===== src/verilog/crf_regs.vh =====
// Register offsets, field positions, reset values and limits of the CAN receiver flag block.
`ifndef CRF_REGS_VH
`define CRF_REGS_VH

// ----------------------------------------------------------------------------
// Byte offsets on the APB register bus
// ----------------------------------------------------------------------------
`define CRF_OFF_FLAGS 8'h00
`define CRF_OFF_IEN 8'h04
`define CRF_OFF_CTL 8'h08
`define CRF_OFF_ID_HIGH 8'h0C
`define CRF_OFF_ID_MID 8'h10
`define CRF_OFF_ID_LOW 8'h14
`define CRF_OFF_RX_HIGH 8'h18
`define CRF_OFF_RX_MID 8'h1C
`define CRF_OFF_RX_LOW 8'h20

// ----------------------------------------------------------------------------
// Field positions
// ----------------------------------------------------------------------------
`define CRF_FLG_WAKE 7
`define CRF_FLG_CSC 6
`define CRF_FLG_RX_HI 5
`define CRF_FLG_RX_LO 4
`define CRF_FLG_TX_HI 3
`define CRF_FLG_TX_LO 2
`define CRF_CTL_INIT 0
`define CRF_CTL_WAKE_EN 1
`define CRF_CTL_INIT_ACK 2
`define CRF_IDM_SRR 4
`define CRF_IDM_IDE 3

// ----------------------------------------------------------------------------
// Reset values
// ----------------------------------------------------------------------------
`define CRF_FLAGS_RST 2'h0
`define CRF_IEN_RST 2'h0
`define CRF_CTL_RST 2'h0
`define CRF_STATE_RST 4'h0
`define CRF_ID_RST 8'h00
`define CRF_ID_LOW_RST 15'h0000

// ----------------------------------------------------------------------------
// Error counter limits and state codes
// ----------------------------------------------------------------------------
`define CRF_WARN_LIMIT 9'h060
`define CRF_ERR_LIMIT 9'h080
`define CRF_BUSOFF_LIMIT 9'h100
`define CRF_ST_OK 2'h0
`define CRF_ST_WARN 2'h1
`define CRF_ST_ERR 2'h2
`define CRF_ST_BUSOFF 2'h3

`endif


===== src/verilog/crf_top.v =====
// CAN receiver flag register, identifier mapping and arbitration helpers behind an APB slave.
`timescale 1ns/1ps
`default_nettype none
`include "crf_regs.vh"

// Notes on behaviour
// In sleep with wake enable, bus activity sets the wake flag; unmasked it interrupts.
// Error-counter-driven bus status change sets the status change flag; unmasked it interrupts.
// State fields update only while no status change flag is pending.
// Four-bit bus status: two-bit receiver field and two-bit transmitter field.
// Receiver field: 00 below 96, 01 below 128, 10 above, 11 bus-off.
// Outside init, writing one clears a flag, zero ignored; state fields read-only.
// During init mode the wake and status change flags are held cleared and the flag register cannot be written.
// State fields keep tracking the counters regardless of init mode.
// Extended identifier is 29 bits and goes out most significant bit first.
// The numerically smallest identifier wins arbitration.
// Identifier high register holds identifier bits 28 to 21.
// Identifier mid register: bits 20-18, substitute remote bit, format flag, bits 17-15.
// Format flag chooses 11-bit or 29-bit identifier; receive buffers store it as received.
// Software sets the substitute remote bit in transmit buffers; receive stores it.
// Each interrupt is raised only when its flag and its enable bit are set.
module crf_top (
    input wire pclk,
    input wire presetn,
    input wire psel,
    input wire penable,
    input wire pwrite,
    input wire [7:0] paddr,
    input wire [31:0] pwdata,
    output reg [31:0] prdata,
    output reg pready,
    output reg pslverr,
    input wire can_rx,
    input wire sleep_mode,
    input wire init_ack,
    input wire [7:0] rx_error_count,
    input wire [8:0] tx_error_count,
    input wire rx_frame_valid,
    input wire [28:0] rx_frame_id,
    input wire rx_frame_ide,
    input wire rx_frame_srr,
    input wire [4:0] arb_bit_index,
    input wire [28:0] peer_id,
    input wire peer_ide,
    output reg init_request,
    output reg wake_enable,
    output reg [1:0] rx_state_field,
    output reg [1:0] tx_state_field,
    output reg wake_irq,
    output reg error_irq,
    output reg irq,
    output reg arb_tx_bit,
    output reg arb_win
);

    // ------------------------------------------------------------------------
    // Helpers
    // ------------------------------------------------------------------------
    function crf_is_mapped;
        input [7:0] addr;
        begin
            case (addr)
                `CRF_OFF_FLAGS, `CRF_OFF_IEN, `CRF_OFF_CTL,
                `CRF_OFF_ID_HIGH, `CRF_OFF_ID_MID, `CRF_OFF_ID_LOW,
                `CRF_OFF_RX_HIGH, `CRF_OFF_RX_MID, `CRF_OFF_RX_LOW:
                    crf_is_mapped = 1'b1;
                default:
                    crf_is_mapped = 1'b0;
            endcase
        end
    endfunction

    // Bit idx counted from the start of the identifier, most significant first.
    function crf_msb_bit;
        input [28:0] value;
        input [4:0] len;
        input [4:0] idx;
        reg [4:0] pos;
        begin
            pos = len - 5'h01 - idx;
            if (idx < len)
                crf_msb_bit = value[pos];
            else
                crf_msb_bit = 1'b1;
        end
    endfunction

    // ------------------------------------------------------------------------
    // Input conditioning
    // ------------------------------------------------------------------------
    wire rx_sync;
    reg rx_prev;
    wire [3:0] calc_state;

    crf_sync #(
        .WIDTH(1),
        .RST_VALUE(1'b1)
    ) u_rx_sync (
        .pclk(pclk),
        .presetn(presetn),
        .async_in(can_rx),
        .sync_out(rx_sync)
    );

    crf_state_calc u_state (
        .pclk(pclk),
        .presetn(presetn),
        .rx_error_count(rx_error_count),
        .tx_error_count(tx_error_count),
        .calc_state(calc_state)
    );

    // ------------------------------------------------------------------------
    // APB decode
    // ------------------------------------------------------------------------
    // One wait state: pready is high in the second access cycle, and writes land on the edge that ends it.
    wire apb_access = psel & penable;
    wire apb_done = apb_access & pready;
    wire wr_en = apb_done & pwrite;
    wire init_active = init_request & init_ack;

    reg wake_flag;
    reg status_change_flag;
    reg [1:0] ien;
    reg [7:0] ext_id_high;
    reg [7:0] ext_id_mid;
    reg [14:0] ext_id_low;
    reg [7:0] rx_id_high;
    reg [7:0] rx_id_mid;
    reg [14:0] rx_id_low;

    wire wr_flags = wr_en & (paddr == `CRF_OFF_FLAGS) & ~init_active;
    wire clr_wake = wr_flags & pwdata[`CRF_FLG_WAKE];
    wire clr_csc = wr_flags & pwdata[`CRF_FLG_CSC];

    // ------------------------------------------------------------------------
    // Flag events
    // ------------------------------------------------------------------------
    // A falling edge on the synchronised line is the start of a dominant bit.
    wire bus_activity = rx_prev & ~rx_sync;
    wire wake_set = sleep_mode & wake_enable & bus_activity;
    wire [3:0] cur_state = {rx_state_field, tx_state_field};
    wire state_differs = (calc_state != cur_state);
    // A change seen while the flag stands is held off; it lands once software clears the flag.
    wire state_update = state_differs & ~status_change_flag;
    wire csc_set = state_update & ~init_active;

    reg next_wake_flag;
    reg next_csc_flag;

    always @* begin
        if (init_active) begin
            next_wake_flag = 1'b0;
            next_csc_flag = 1'b0;
        end else begin
            // Set wins over a clear arriving in the same cycle.
            next_wake_flag = wake_set | (wake_flag & ~clr_wake);
            next_csc_flag = csc_set | (status_change_flag & ~clr_csc);
        end
    end

    always @(posedge pclk or negedge presetn) begin
        if (!presetn) begin
            rx_prev <= 1'b1;
            wake_flag <= 1'b0;
            status_change_flag <= 1'b0;
            rx_state_field <= `CRF_ST_OK;
            tx_state_field <= `CRF_ST_OK;
        end else begin
            rx_prev <= rx_sync;
            wake_flag <= next_wake_flag;
            status_change_flag <= next_csc_flag;
            if (state_update) begin
                // Tracks the counters in and out of init mode alike.
                rx_state_field <= calc_state[3:2];
                tx_state_field <= calc_state[1:0];
            end
        end
    end

    // ------------------------------------------------------------------------
    // Software registers
    // ------------------------------------------------------------------------
    always @(posedge pclk or negedge presetn) begin
        if (!presetn) begin
            ien <= `CRF_IEN_RST;
            init_request <= 1'b0;
            wake_enable <= 1'b0;
            ext_id_high <= `CRF_ID_RST;
            ext_id_mid <= `CRF_ID_RST;
            ext_id_low <= `CRF_ID_LOW_RST;
        end else if (wr_en) begin
            case (paddr)
                `CRF_OFF_IEN: begin
                    ien <= {pwdata[`CRF_FLG_WAKE], pwdata[`CRF_FLG_CSC]};
                end
                `CRF_OFF_CTL: begin
                    init_request <= pwdata[`CRF_CTL_INIT];
                    wake_enable <= pwdata[`CRF_CTL_WAKE_EN];
                end
                `CRF_OFF_ID_HIGH: begin
                    ext_id_high <= pwdata[7:0];
                end
                `CRF_OFF_ID_MID: begin
                    // Software is expected to write the substitute remote bit as one.
                    ext_id_mid <= pwdata[7:0];
                end
                `CRF_OFF_ID_LOW: begin
                    ext_id_low <= pwdata[14:0];
                end
                default: begin
                    ien <= ien;
                end
            endcase
        end
    end

    // ------------------------------------------------------------------------
    // Receive identifier buffer
    // ------------------------------------------------------------------------
    always @(posedge pclk or negedge presetn) begin
        if (!presetn) begin
            rx_id_high <= `CRF_ID_RST;
            rx_id_mid <= `CRF_ID_RST;
            rx_id_low <= `CRF_ID_LOW_RST;
        end else if (rx_frame_valid) begin
            if (rx_frame_ide) begin
                rx_id_high <= rx_frame_id[28:21];
                // Format and substitute remote bits are kept as they came off the bus.
                rx_id_mid <= {rx_frame_id[20:18], rx_frame_srr, 1'b1, rx_frame_id[17:15]};
                rx_id_low <= rx_frame_id[14:0];
            end else begin
                rx_id_high <= rx_frame_id[10:3];
                rx_id_mid <= {rx_frame_id[2:0], 5'h00};
                rx_id_low <= `CRF_ID_LOW_RST;
            end
        end
    end

    // ------------------------------------------------------------------------
    // Arbitration
    // ------------------------------------------------------------------------
    wire tx_ide = ext_id_mid[`CRF_IDM_IDE];
    wire [28:0] tx_id_ext = {ext_id_high, ext_id_mid[7:5], ext_id_mid[2:0], ext_id_low};
    wire [28:0] tx_id_std = {18'h00000, ext_id_high, ext_id_mid[7:5]};
    wire [10:0] my_base = tx_ide ? tx_id_ext[28:18] : tx_id_std[10:0];
    wire [10:0] peer_base = peer_ide ? peer_id[28:18] : peer_id[10:0];
    // On equal base identifiers the standard frame wins, its format bit being dominant.
    wire base_tie_win = tx_ide ? (peer_ide & (tx_id_ext[17:0] < peer_id[17:0])) : peer_ide;
    wire next_arb_win = (my_base < peer_base) | ((my_base == peer_base) & base_tie_win);
    wire next_arb_bit = tx_ide ? crf_msb_bit(tx_id_ext, 5'h1D, arb_bit_index)
                               : crf_msb_bit(tx_id_std, 5'h0B, arb_bit_index);

    always @(posedge pclk or negedge presetn) begin
        if (!presetn) begin
            arb_tx_bit <= 1'b1;
            arb_win <= 1'b0;
        end else begin
            arb_tx_bit <= next_arb_bit;
            arb_win <= next_arb_win;
        end
    end

    // ------------------------------------------------------------------------
    // Interrupts
    // ------------------------------------------------------------------------
    // Outputs follow the flags with one cycle of latency so that they come from flip-flops.
    always @(posedge pclk or negedge presetn) begin
        if (!presetn) begin
            wake_irq <= 1'b0;
            error_irq <= 1'b0;
            irq <= 1'b0;
        end else begin
            wake_irq <= wake_flag & ien[1];
            error_irq <= status_change_flag & ien[0];
            irq <= (wake_flag & ien[1]) | (status_change_flag & ien[0]);
        end
    end

    // ------------------------------------------------------------------------
    // Read path
    // ------------------------------------------------------------------------
    reg [31:0] read_word;

    always @* begin
        read_word = 32'h00000000;
        case (paddr)
            `CRF_OFF_FLAGS: begin
                read_word[7:0] = {wake_flag, status_change_flag, rx_state_field, tx_state_field, 2'h0};
            end
            `CRF_OFF_IEN: begin
                read_word[7:0] = {ien, 6'h00};
            end
            `CRF_OFF_CTL: begin
                read_word[2:0] = {init_ack, wake_enable, init_request};
            end
            `CRF_OFF_ID_HIGH: begin
                read_word[7:0] = ext_id_high;
            end
            `CRF_OFF_ID_MID: begin
                read_word[7:0] = ext_id_mid;
            end
            `CRF_OFF_ID_LOW: begin
                read_word[14:0] = ext_id_low;
            end
            `CRF_OFF_RX_HIGH: begin
                read_word[7:0] = rx_id_high;
            end
            `CRF_OFF_RX_MID: begin
                read_word[7:0] = rx_id_mid;
            end
            `CRF_OFF_RX_LOW: begin
                read_word[14:0] = rx_id_low;
            end
            default: begin
                read_word = 32'h00000000;
            end
        endcase
    end

    // The answer always comes one cycle into the access phase, so a master never waits longer.
    // Unmapped offsets answer with an error and read as zero; the read-only receive copies
    // ignore writes quietly, so software may sweep the whole map without tripping an error.
    always @(posedge pclk or negedge presetn) begin
        if (!presetn) begin
            pready <= 1'b0;
            pslverr <= 1'b0;
            prdata <= 32'h00000000;
        end else if (apb_access & ~pready) begin
            pready <= 1'b1;
            pslverr <= ~crf_is_mapped(paddr);
            prdata <= pwrite ? 32'h00000000 : read_word;
        end else begin
            pready <= 1'b0;
            pslverr <= 1'b0;
            prdata <= 32'h00000000;
        end
    end

endmodule

`default_nettype wire


===== src/verilog/crf_sync.v =====
// Two flip-flop synchroniser for levels arriving from outside the pclk domain.
`timescale 1ns/1ps
`default_nettype none

module crf_sync #(
    parameter WIDTH = 1,
    parameter [WIDTH-1:0] RST_VALUE = {WIDTH{1'b1}}
) (
    input wire pclk,
    input wire presetn,
    input wire [WIDTH-1:0] async_in,
    output reg [WIDTH-1:0] sync_out
);

    reg [WIDTH-1:0] meta;

    always @(posedge pclk or negedge presetn) begin
        if (!presetn) begin
            meta <= RST_VALUE;
            sync_out <= RST_VALUE;
        end else begin
            meta <= async_in;
            sync_out <= meta;
        end
    end

endmodule

`default_nettype wire


===== src/verilog/crf_state_calc.v =====
// Registered translation of the error counters into the receiver and transmitter state codes.
`timescale 1ns/1ps
`default_nettype none
`include "crf_regs.vh"

module crf_state_calc (
    input wire pclk,
    input wire presetn,
    input wire [7:0] rx_error_count,
    input wire [8:0] tx_error_count,
    output reg [3:0] calc_state
);

    function [1:0] crf_level;
        input [8:0] count;
        begin
            if (count < `CRF_WARN_LIMIT)
                crf_level = `CRF_ST_OK;
            else if (count < `CRF_ERR_LIMIT)
                crf_level = `CRF_ST_WARN;
            else
                crf_level = `CRF_ST_ERR;
        end
    endfunction

    wire bus_off = (tx_error_count >= `CRF_BUSOFF_LIMIT);
    wire [1:0] rx_code = bus_off ? `CRF_ST_BUSOFF : crf_level({1'b0, rx_error_count});
    wire [1:0] tx_code = bus_off ? `CRF_ST_BUSOFF : crf_level(tx_error_count);

    always @(posedge pclk or negedge presetn) begin
        if (!presetn) begin
            calc_state <= `CRF_STATE_RST;
        end else begin
            calc_state <= {rx_code, tx_code};
        end
    end

endmodule

`default_nettype wire


===== config.mk =====
export PLATFORM = sky130hd
export DESIGN_NAME = crf_top
export DESIGN_NICKNAME = d
export VERILOG_FILES = /design/src/verilog/crf_top.v /design/src/verilog/crf_sync.v /design/src/verilog/crf_state_calc.v
export VERILOG_INCLUDE_DIRS = /design/src /design/src/verilog
export SDC_FILE = /design/constraint.sdc
export NUM_CORES = 1
export LEC_CHECK = 0
export ABC_AREA = 1
export BUFFER_PORTS_ARGS = -buffer_cell sky130_fd_sc_hd__buf_4
export CORE_MARGIN = 5
export CORE_UTILIZATION = 54
export CTS_BUF_LIST = sky130_fd_sc_hd__clkbuf_8
export DETAILED_ROUTE_END_ITERATION = 7
export PLACE_DENSITY = 0.87
export RECOVER_POWER = 25
export SKIP_CTS_REPAIR_TIMING = 1
export SLEW_MARGIN = 10
export SYNTH_ARGS = -nofsm -noshare
export SYNTH_HDL_FRONTEND = slang
export SYNTH_SLANG_ARGS = --single-unit

===== constraint.sdc =====
create_clock -name pclk -period 1.8 [get_ports pclk]
set_input_delay 0.36 -clock pclk [delete_from_list [all_inputs] [get_ports pclk]]
set_output_delay 0.36 -clock pclk [all_outputs]
set_load 0.01 [all_outputs]

# Word-level counts from Yosys, hierarchy flattened
# Index checks and enable logic that the tools add are counted.
classes:
  reduce_logical: 7
  n_addsub: 2
  bitwise_logic: 31
  muxes: 29
  magnitude_cmp: 11
  n_eq_ne: 10
ops:
  columns: ["op", "n"]
  rows:
  - ["15-bit two-way mux", 3]
  - ["5-bit one-hot mux with 8 select lines", 1]
  - ["8-bit by 5-bit == test with 1-bit output (second input constant)", 4]
  - ["3-bit one-hot mux with 8 select lines", 1]
  - ["1-bit bitwise AND", 20]
  - ["18-bit less-than comparator", 1]
  - ["8-bit by 4-bit == test with 1-bit output (second input constant)", 2]
  - ["8-bit two-way mux", 2]
  - ["7-bit one-hot mux with 2 select lines", 1]
  - ["5-bit by 6-bit less-than comparator with 1-bit output (second input constant)", 2]
  - ["1-bit two-way mux", 12]
  - ["2-bit two-way mux", 6]
  - ["11-bit == test", 1]
  - ["11-bit less-than comparator", 1]
  - ["11-bit two-way mux", 1]
  - ["1-bit binary-select mux with 5-bit select", 2]
  - ["2-bit AND reduction", 5]
  - ["9-bit >= comparator (second input constant)", 1]
  - ["9-bit by 7-bit less-than comparator with 1-bit output (second input constant)", 1]
  - ["9-bit by 8-bit less-than comparator with 1-bit output (second input constant)", 1]
  - ["9-bit OR reduction", 1]
  - ["8-bit by 3-bit == test with 1-bit output (second input constant)", 1]
  - ["8-bit by 6-bit == test with 1-bit output (second input constant)", 1]
  - ["8-bit zero test", 1]
  - ["other kinds (9)", 18]
word_totals:
  output_inout_bits: 45
  in_bits: 132
  register_bits: 118

# Logic depth before layout (Yosys ltp)
# Gate-level depths: netlist of run 1.
logic_depth:
  word_depth: 10
  ltp_mapped: 13
  ltp_nobuf: 12

# Cells and area by module
# A second synthesis of run 1 with hierarchy kept.
hier_totals:
  cells_unflattened: 776
  area_unflattened_um2: 5920.7
by_module_without_submodules:
  columns: ["module", "instances", "seq_area_each_um2", "cells_per_inst", "area_per_inst_um2"]
  rows:
  - ["crf_top", 1, 2379.8, 761, 5721.7]
  - ["crf_state_calc", 1, 100.1, 13, 146.4]
  - ["crf_sync", 1, 52.6, 2, 52.6]

# Worst setup path after synthesis of run 1
# OpenSTA, ideal clock, no wires.
synth_path:
  path_kind: "in2reg"
  from: "input arb_bit_index[0]"
  to: "register arb_tx_bit"
  path_buffers: 2
  setup_time_ns: 0.058
  slack_ns: 0.102
  t_arrival_ns: 1.640
  cell_stages: 12
  path_cell_list: "inv_1 buf_2 ha_1 clkbuf_1 nand3_1 nand3_1 nand3_1 nand2_1 nand2_1 nand3_1 nand2_1 inv_1"
synth_via:
  elab_chain_cells: 5
synth_lines:
  columns: ["element", "line_no", "text"]
  rows:
  - ["from (decl)", "crf_top.v:42", "input wire [4:0] arb_bit_index,"]
  - ["4-bit by 5-bit subtractor with 5-bit output / 5-bit subtractor (equally long branches)", "crf_top.v:80", "pos = len - 5'h01 - idx;"]
  - ["1-bit binary-select mux with 5-bit select", "crf_top.v:82", "crf_msb_bit = value[pos];"]
  - ["1-bit two-way mux (not written as such)", "crf_top.v:82", null]
  - ["1-bit two-way mux", "crf_top.v:81", "if (idx < len)"]
  - ["1-bit two-way mux (*)", "crf_top.v:251", "wire next_arb_bit = tx_ide ? crf_msb_bit(tx_id_ext, 5'h1D, arb_bit_index)"]
  - ["named net next_arb_bit", "crf_top.v:251", null]
  - ["to (signal assigned)", "crf_top.v:259", "arb_tx_bit <= next_arb_bit;"]
  - ["to (decl)", "crf_top.v:52", "output reg arb_tx_bit,"]
# The timed path passes the listed nets; every way through them passes the cells marked *. The select of a mux whose other input is x is not followed.
# A chain may end at the register's enable or synchronous reset.

# Worst setup path in the final report of run 1
layout_path:
  from: "register ext_id_low[4]"
  to: "register arb_win"
layout_via:
  elab_chain_cells: 5
layout_lines:
  columns: ["element", "line_no", "text"]
  rows:
  - ["from (decl)", "crf_top.v:127", "reg [14:0] ext_id_low;"]
  - ["from (signal assigned)", "crf_top.v:191", "ext_id_low <= `CRF_ID_LOW_RST;"]
  - ["from (signal assigned)", "crf_top.v:209", "ext_id_low <= pwdata[14:0];"]
  - ["18-bit less-than comparator", "crf_top.v:249", "wire base_tie_win = tx_ide ? (peer_ide & (tx_id_ext[17:0] < peer_id[17:0])) : peer_ide;"]
  - ["1-bit bitwise AND", "crf_top.v:249", null]
  - ["1-bit two-way mux", "crf_top.v:249", null]
  - ["1-bit bitwise AND", "crf_top.v:250", "wire next_arb_win = (my_base < peer_base) | ((my_base == peer_base) & base_tie_win);"]
  - ["1-bit bitwise OR", "crf_top.v:250", null]
  - ["named net next_arb_win", "crf_top.v:250", null]
  - ["to (signal assigned)", "crf_top.v:260", "arb_win <= next_arb_win;"]
  - ["to (decl)", "crf_top.v:53", "output reg arb_win"]
# The timed path passes the listed nets, and every way through them passes these cells.

==> reports/summary.txt, run 1 <==
status: finished, final reports clean
Setup violations, final: 0
GRT Overall Usage: 24.1%
relative slew slack: 29.6%
clock root cell: clkbuf_8
Clock Sink Count: 101
crit path max fanout: 4
share of cells above drive strength 1: 21.5%
max-cap violation count: 0
CP Class: reg -> reg
setup_tns: 0 ps
initial DRC count: 620
WL per Instance: 14.9 um
EDFF count, synth: 0
Mapped Area: 5960 sq um
I/O Buffers: 132
Post-Synth Simple-Gate Area: 24.4%
worst path cell trace: ha_1, nand2_1, o21ai_0, nand2_1, nand2_1, nand2_1, nand3_1, nand2_1, nand2_1, nand2_1
Slew Limit Fails: 0
Synth Flop Type: dfrtp_1
Hold Path Cell Cnt: 1
Worst Path Required: 2070 ps
CP endpoint kind: flop
largest net degree at the start of global routing: 36
Hold WC Path Type: in -> reg
Die Y: 115 um
XOR/XNOR share of the synthesized area: 1.03%
clock skew: 9.97 ps
R2R cell count: 10
Top Family by Delay on Critical Path: flip-flops
Synth cell types: 40
WL final: 15700 um
Worst EP arrival: 1880 ps
FF-to-FF setup slack: 200 ps
Least-Margin Pin Slew: 1060 ps
Hold EP: u_rx_sync.meta
max incr delay on CP: 490 ps
die width: 115 um
sequential cell area: 2530 sq um
Inserted Clock Buffers: 9
Syn Inst Count: 772
sequential element share of the synthesized area: 42.5%
Initial Utilization: 55.0%
HP Start: can_rx
Row Count: 38
Diodes inserted: 0
H-tree lvl count: 3
buffer depth of the longest clock path: 2
Power, Total: 0.00472 W
first drt pass iteration count: 5
R2R Path Start: ext_id_low[4]
vias in the first global route: 5335
Clk Latency, worst-skew pair: 370 ps
Startpoint Class: flop
largest family of logic cells by synthesized area: simple AND/OR/NAND/NOR gates
Synth Register Bits: 101
antenna violations before repair: 0
P_leak: 3.81 nW
Core Area: 10800 sq um
Worst-path clk slew: 110 ps
post-synthesis mux area share: 1.13%
GR Overflow Total: 0
die area: 13200 sq um
multi-input logic area: 2800 sq um
final hold vios: 0
power per cell area: 651 nW/um^2
Synth Area in Adders: 6.29%
Final period util: 89.1%
Critical Path Most Common Cell: nand2_1
peak supply drop: 524 uV
fin crit period: 1600 ps
Residual DRC: 0
area delta synth->final: 21.5%
dpl hpwl: 12300 um
vias per inst: 5.28
gpl congestion: 0.918
Compound-Gate Fraction of Synth Area: 13.0%
# nets final: 1068
buffer and inverter count on the worst path: 0
R2R Path End: arb_win
Post-DRT Antenna Nets: 0
first-pass GRT wire length: 25400 um
# fillers: 921
Top Ports: 177
Avg Inst Size Synth: 7.73 sq um
unrepaired setup endpoints after global routing: no
slowest CP cell: dfrtp_1
vias: 5546
ys async rst share: 100%
synth warn: 0
TritonCTS clock tree: yes
fmax: 0.624 GHz
Layout Utilization: 66.9%
## state kept, by name, indices dropped and copies added (netlist names), 2 cells and up
register and flops:
rx_id_mid 8, ext_id_high 8, ext_id_mid 8, rx_state_field 2
rx_id_high 8, tx_state_field 2, ien 2, ext_id_low 15
rx_id_low 15, prdata 15, u_state.calc_state 4
## through the flow
stage / area (sq um) / hold WS [ps] / worst slack, ps / cells
finish: 7250 / 95.3 / 196 / 1051
global route: 7250 / 76.0 / 57.2 / 1051
CTS: 7250 / -41.3 / 209 / 1050
detailed placement: 7070 / 347 / 97.4 / 1034
global placement: 7070 / 346 / 133 / 1034
floorplan: 6020 / 64.4 / 102 / 788
## cells by family after synthesis
| logic type | Yosys count |
|---|---|
| fa+ha+maj | 30 |
| buf+inv | 155 |
| xor+xnor | 7 |
| flops | 101 |
| simple gates | 330 |
| mux | 5 |
| compound gates | 143 |
| other cells | 1 |
## worst reg2reg max path: cells and delay by family (launching register included)
kind,cells,cell delay (ps)
AOI/OAI and AO/OA,1,240
adders and majority gates,1,320
DFF,1,490
and+or+nand+nor,8,470
## cell type report
cell class,instances,share of cell area [%]
Multi-Input combinational cell,532,38.7
Sequential cell,101,34.9
Timing Repair Buffer,147,15.5
Inverter,115,5.99
Tap cell,140,2.42
Clock buffer,9,1.71
Clock inverter,7,0.777
## power by group
part / switching [W] / internal, W / total, W
Sequential: 0.000109 / 0.00239 / 0.00250
Clock: 0.000841 / 0.000520 / 0.00136
Combinational: 0.000449 / 0.000408 / 0.000857
## cells in the final DEF (no fill, tap or decap), types with 4 or more instances in the layout
cell type	count
o21ai_0	43
o21a_1	11
o21ai_1	18
inv_2	5
nor2_1	54
inv_1	110
nand3_1	49
nand2_1	186
clkbuf_8	9
xor2_1	4
buf_4	139
nor3_1	7
o22ai_1	13
nor2_4	4
conb_1	17
dfrtp_1	97
a21oi_1	51
o211ai_1	4
nand4_1	9
ha_1	30
nand2_4	4
## synth_stat cells, types with 5 or more instances
library cell | n | share of area [%]
a21oi_1 | 51 | 4.3
buf_2 | 5 | 0.42
buf_4 | 18 | 2.3
clkbuf_1 | 12 | 0.76
dfrtp_1 | 97 | 41
ha_1 | 30 | 6.3
inv_1 | 109 | 6.9
inv_2 | 5 | 0.31
nand2_1 | 186 | 12
nand3_1 | 49 | 4.1
nand4_1 | 9 | 0.94
nor2_1 | 54 | 3.4
nor3_1 | 7 | 0.59
o21a_1 | 11 | 1.4
o21ai_0 | 43 | 3.6
o21ai_1 | 18 | 1.5
o22ai_1 | 13 | 1.4
## layer usage
metal | GRT usage, % | wire [um] | up-vias | part of all wire, %
met5 | 0 | 0 | - | 0
met1 | 32.6 | 6380 | 2531 | 41
li1 | - | - | 2714 | -
met2 | 39.0 | 7520 | 260 | 48
met4 | 6.65 | 402 | 0 | 2.6
met3 | 5.79 | 1370 | 41 | 8.7
## worst max path at each step
stage                           from  slack [ps]  cells after the start          to
finish                 ext_id_low[4]         200                     10     arb_win
global route           ext_id_mid[2]          60                     10     arb_win
CTS                    ext_id_low[4]         210                     10     arb_win
detailed placement          peer_ide         100                      9     arb_win
global placement            peer_ide         130                      9     arb_win
floorplan           arb_bit_index[0]         100                     12  arb_tx_bit
(Power assumes the default switching activity.)
==> run 2, diff against run 1 <==
==> constraint.sdc (replaced) <==
create_clock -name pclk -period 1.8 [get_ports pclk]
set_input_delay 0.18 -clock pclk [delete_from_list [all_inputs] [get_ports pclk]]
set_output_delay 0.18 -clock pclk [all_outputs]
set_load 0.01 [all_outputs]
==> run 2 against run 1 <==
- the flow now finishes with violations (hold timing)
- count of clock-buffer cells in the layout unchanged
- sequential cell count unchanged
- clock power increased by 7%
- register-to-register slack improved by 30 ps
- clock skew increased by 5.4 ps
- critical path type unchanged
- largest power group unchanged
==> reports/summary.txt, run 2 (synthesized netlist as in run 1, its figures left out) <==
vias in the first global route: 5249 (-1.6%)
vias per inst: 5.28 (about the same)
Core Area: 10800 sq um (unchanged)
Power, Total: 0.00482 W (+2.2%)
max incr delay on CP: 470 ps (-20 ps)
dpl hpwl: 12500 um (+2.1%)
Placed Area: 7030 sq um (-0.53%)
TritonCTS clock tree: yes
buffer depth of the longest clock path: 2 (unchanged)
failing checks: hold timing
most common cell after layout, fill and taps aside: nand2_1
largest registers: ext_id_low: 15 flops, prdata: 15 flops, rx_id_low: 15 flops
Layout Utilization: 67.0% (+0.092 points)
Startpoint Class: flop
H-tree lvl count: 3 (unchanged)
Final period util: 87.1% (-1.9 points)
clock skew: 15.4 ps (+5.40 ps)
GRT Overall Usage: 23.8% (-0.31 points)
Diodes inserted: 0 (unchanged)
final instance area: 7260 sq um (+0.14%)
Post-DRT Antenna Nets: 0 (unchanged)
area delta synth->final: 21.7%
first drt pass iteration count: 6 (+1)
Clock Sink Count: 101 (unchanged)
Top Ports: 177 (unchanged)
unrepaired setup endpoints after global routing: no
pre-CTS setup slack: 167 ps (+69.5 ps)
Row Count: 38 (unchanged)
final hold slack: -0.122 ps (-95.5 ps)
worst path cell trace: ha_1, nand2_1, nor2_1, nand2_1, inv_1, nand4_1, nand3_1, nand2_1, nand2_1, nand2_1
share of cells above drive strength 1: 21.1% (-0.39 points)
Setup violations, final: 0 (unchanged)
GR Overflow Total: 0 (unchanged)
Worst Path Required: 2080 ps (about the same)
setup ws final: 231 ps (+35.0 ps)
vias: 5540 (-0.11%)
power per cell area: 665 nW/um^2 (+2.0%)
antenna violations before repair: 0 (unchanged)
Initial Utilization: 55.0% (unchanged)
gpl congestion: 0.931 (+1.5%)
die width: 115 um (unchanged)
WL final: 15900 um (+1.2%)
die area: 13200 sq um (unchanged)
relative slew slack: 37.6% (+8.0 points)
fmax: 0.638 GHz (+2.2%)
Die Y: 115 um (unchanged)
Residual DRC: 0 (unchanged)
Inserted Clock Buffers: 9 (unchanged)
Critical Path Most Common Cell: nand2_1
first-pass GRT wire length: 25000 um (-1.6%)
P_leak: 3.80 nW (-0.25%)
I/O Buffers: 132 (unchanged)
crit path max fanout: 4 (unchanged)
initial DRC count: 375 (-40%)
largest net degree at the start of global routing: 37 (+2.8%)
Worst EP arrival: 1850 ps (-30 ps)
max-cap violation count: 0 (unchanged)
setup_tns: 0 ps (unchanged)
fin crit period: 1570 ps (-35.0 ps)
peak supply drop: 539 uV (+2.8%)
Hold WC Path Type: in -> reg
CP endpoint kind: flop
Worst-path clk slew: 110 ps (about the same)
CP Class: reg -> reg
commonest non-fill, non-tap cells in the layout: 186 x nand2_1, 134 x buf_4, 109 x inv_1, 97 x dfrtp_1, 54 x nor2_1
slowest CP cell: dfrtp_1
Slew Limit Fails: 0 (unchanged)
Least-Margin Pin Slew: 936 ps (-119 ps)
final hold vios: 1 (+1)
# nets final: 1066 (-0.19%)
Clk Latency, worst-skew pair: 380 ps (about the same)
status: complete, but fails checks
WL per Instance: 15.1 um (+1.4%)
clock root cell: clkbuf_8
==> run 2: cell count changes in the layout (fill, tap and decap cells not counted) <==
cell           change
inv_8              +2
clkinv_8           +1
inv_6              -2
dlygate4sd3_1      +3
buf_4              -5
inv_1              -1
==> run 2: metrics by stage <==
stage | cells | hold slack (ps)
after floorplan | 788 | -116
after global placement | 1029 | 173
after detailed placement | 1029 | 177
after CTS | 1045 | -239
after global routing | 1049 | 5.14
final | 1049 | -0.122
==> run 2: path summary, 6_finish.rpt <==
path / startpoint / to / slack, ps / depth (start not counted)
worst max-delay path: ext_id_mid[2] / arb_win / 230 / 10
worst min-delay path: rx_error_count[7] / u_state.calc_state[3] / -0.1 / 3
worst max register to register: ext_id_mid[2] / arb_win / 230 / 10
worst min register to register: u_rx_sync.meta / u_rx_sync.sync_out / 370 / 0
max in group asynchronous: presetn / arb_tx_bit / 570 / 3
min in group asynchronous: presetn / rx_id_high[2] / 460 / 2
==> run 2: metal layers <==
metal / global-route usage [%] / routed length, um
met1: 31.6 / 6550
met3: 5.32 / 1250
met5: 0 / 0
met2: 39.1 / 7720
met4: 7.28 / 340
==> run 2: area by class of cell <==
class	count	area [sq um]
inverter	115	434
tap	140	175
timing repair buffer	145	1110
clock buffer	9	124
multi-input combinational	532	2800
sequential	101	2530
clock inverter	7	73.8
fill	927	3580
==> run 2: critical path: cells and delay by family (launching register included) <==
family | cells | cell delay (ps)
AND/OR/NAND/NOR | 8 | 590
buffers and inverters | 1 | 70
flip-flops | 1 | 470
adder cells (fa/ha/maj) | 1 | 330
==> run 2: report_power, final <==
part	total, W	switching [W]	internal (W)
combinational	0.000866	0.000456	0.000410
sequential	0.00250	0.000111	0.00239
clock	0.00145	0.000907	0.000546
total	0.00482	0.00147	0.00335
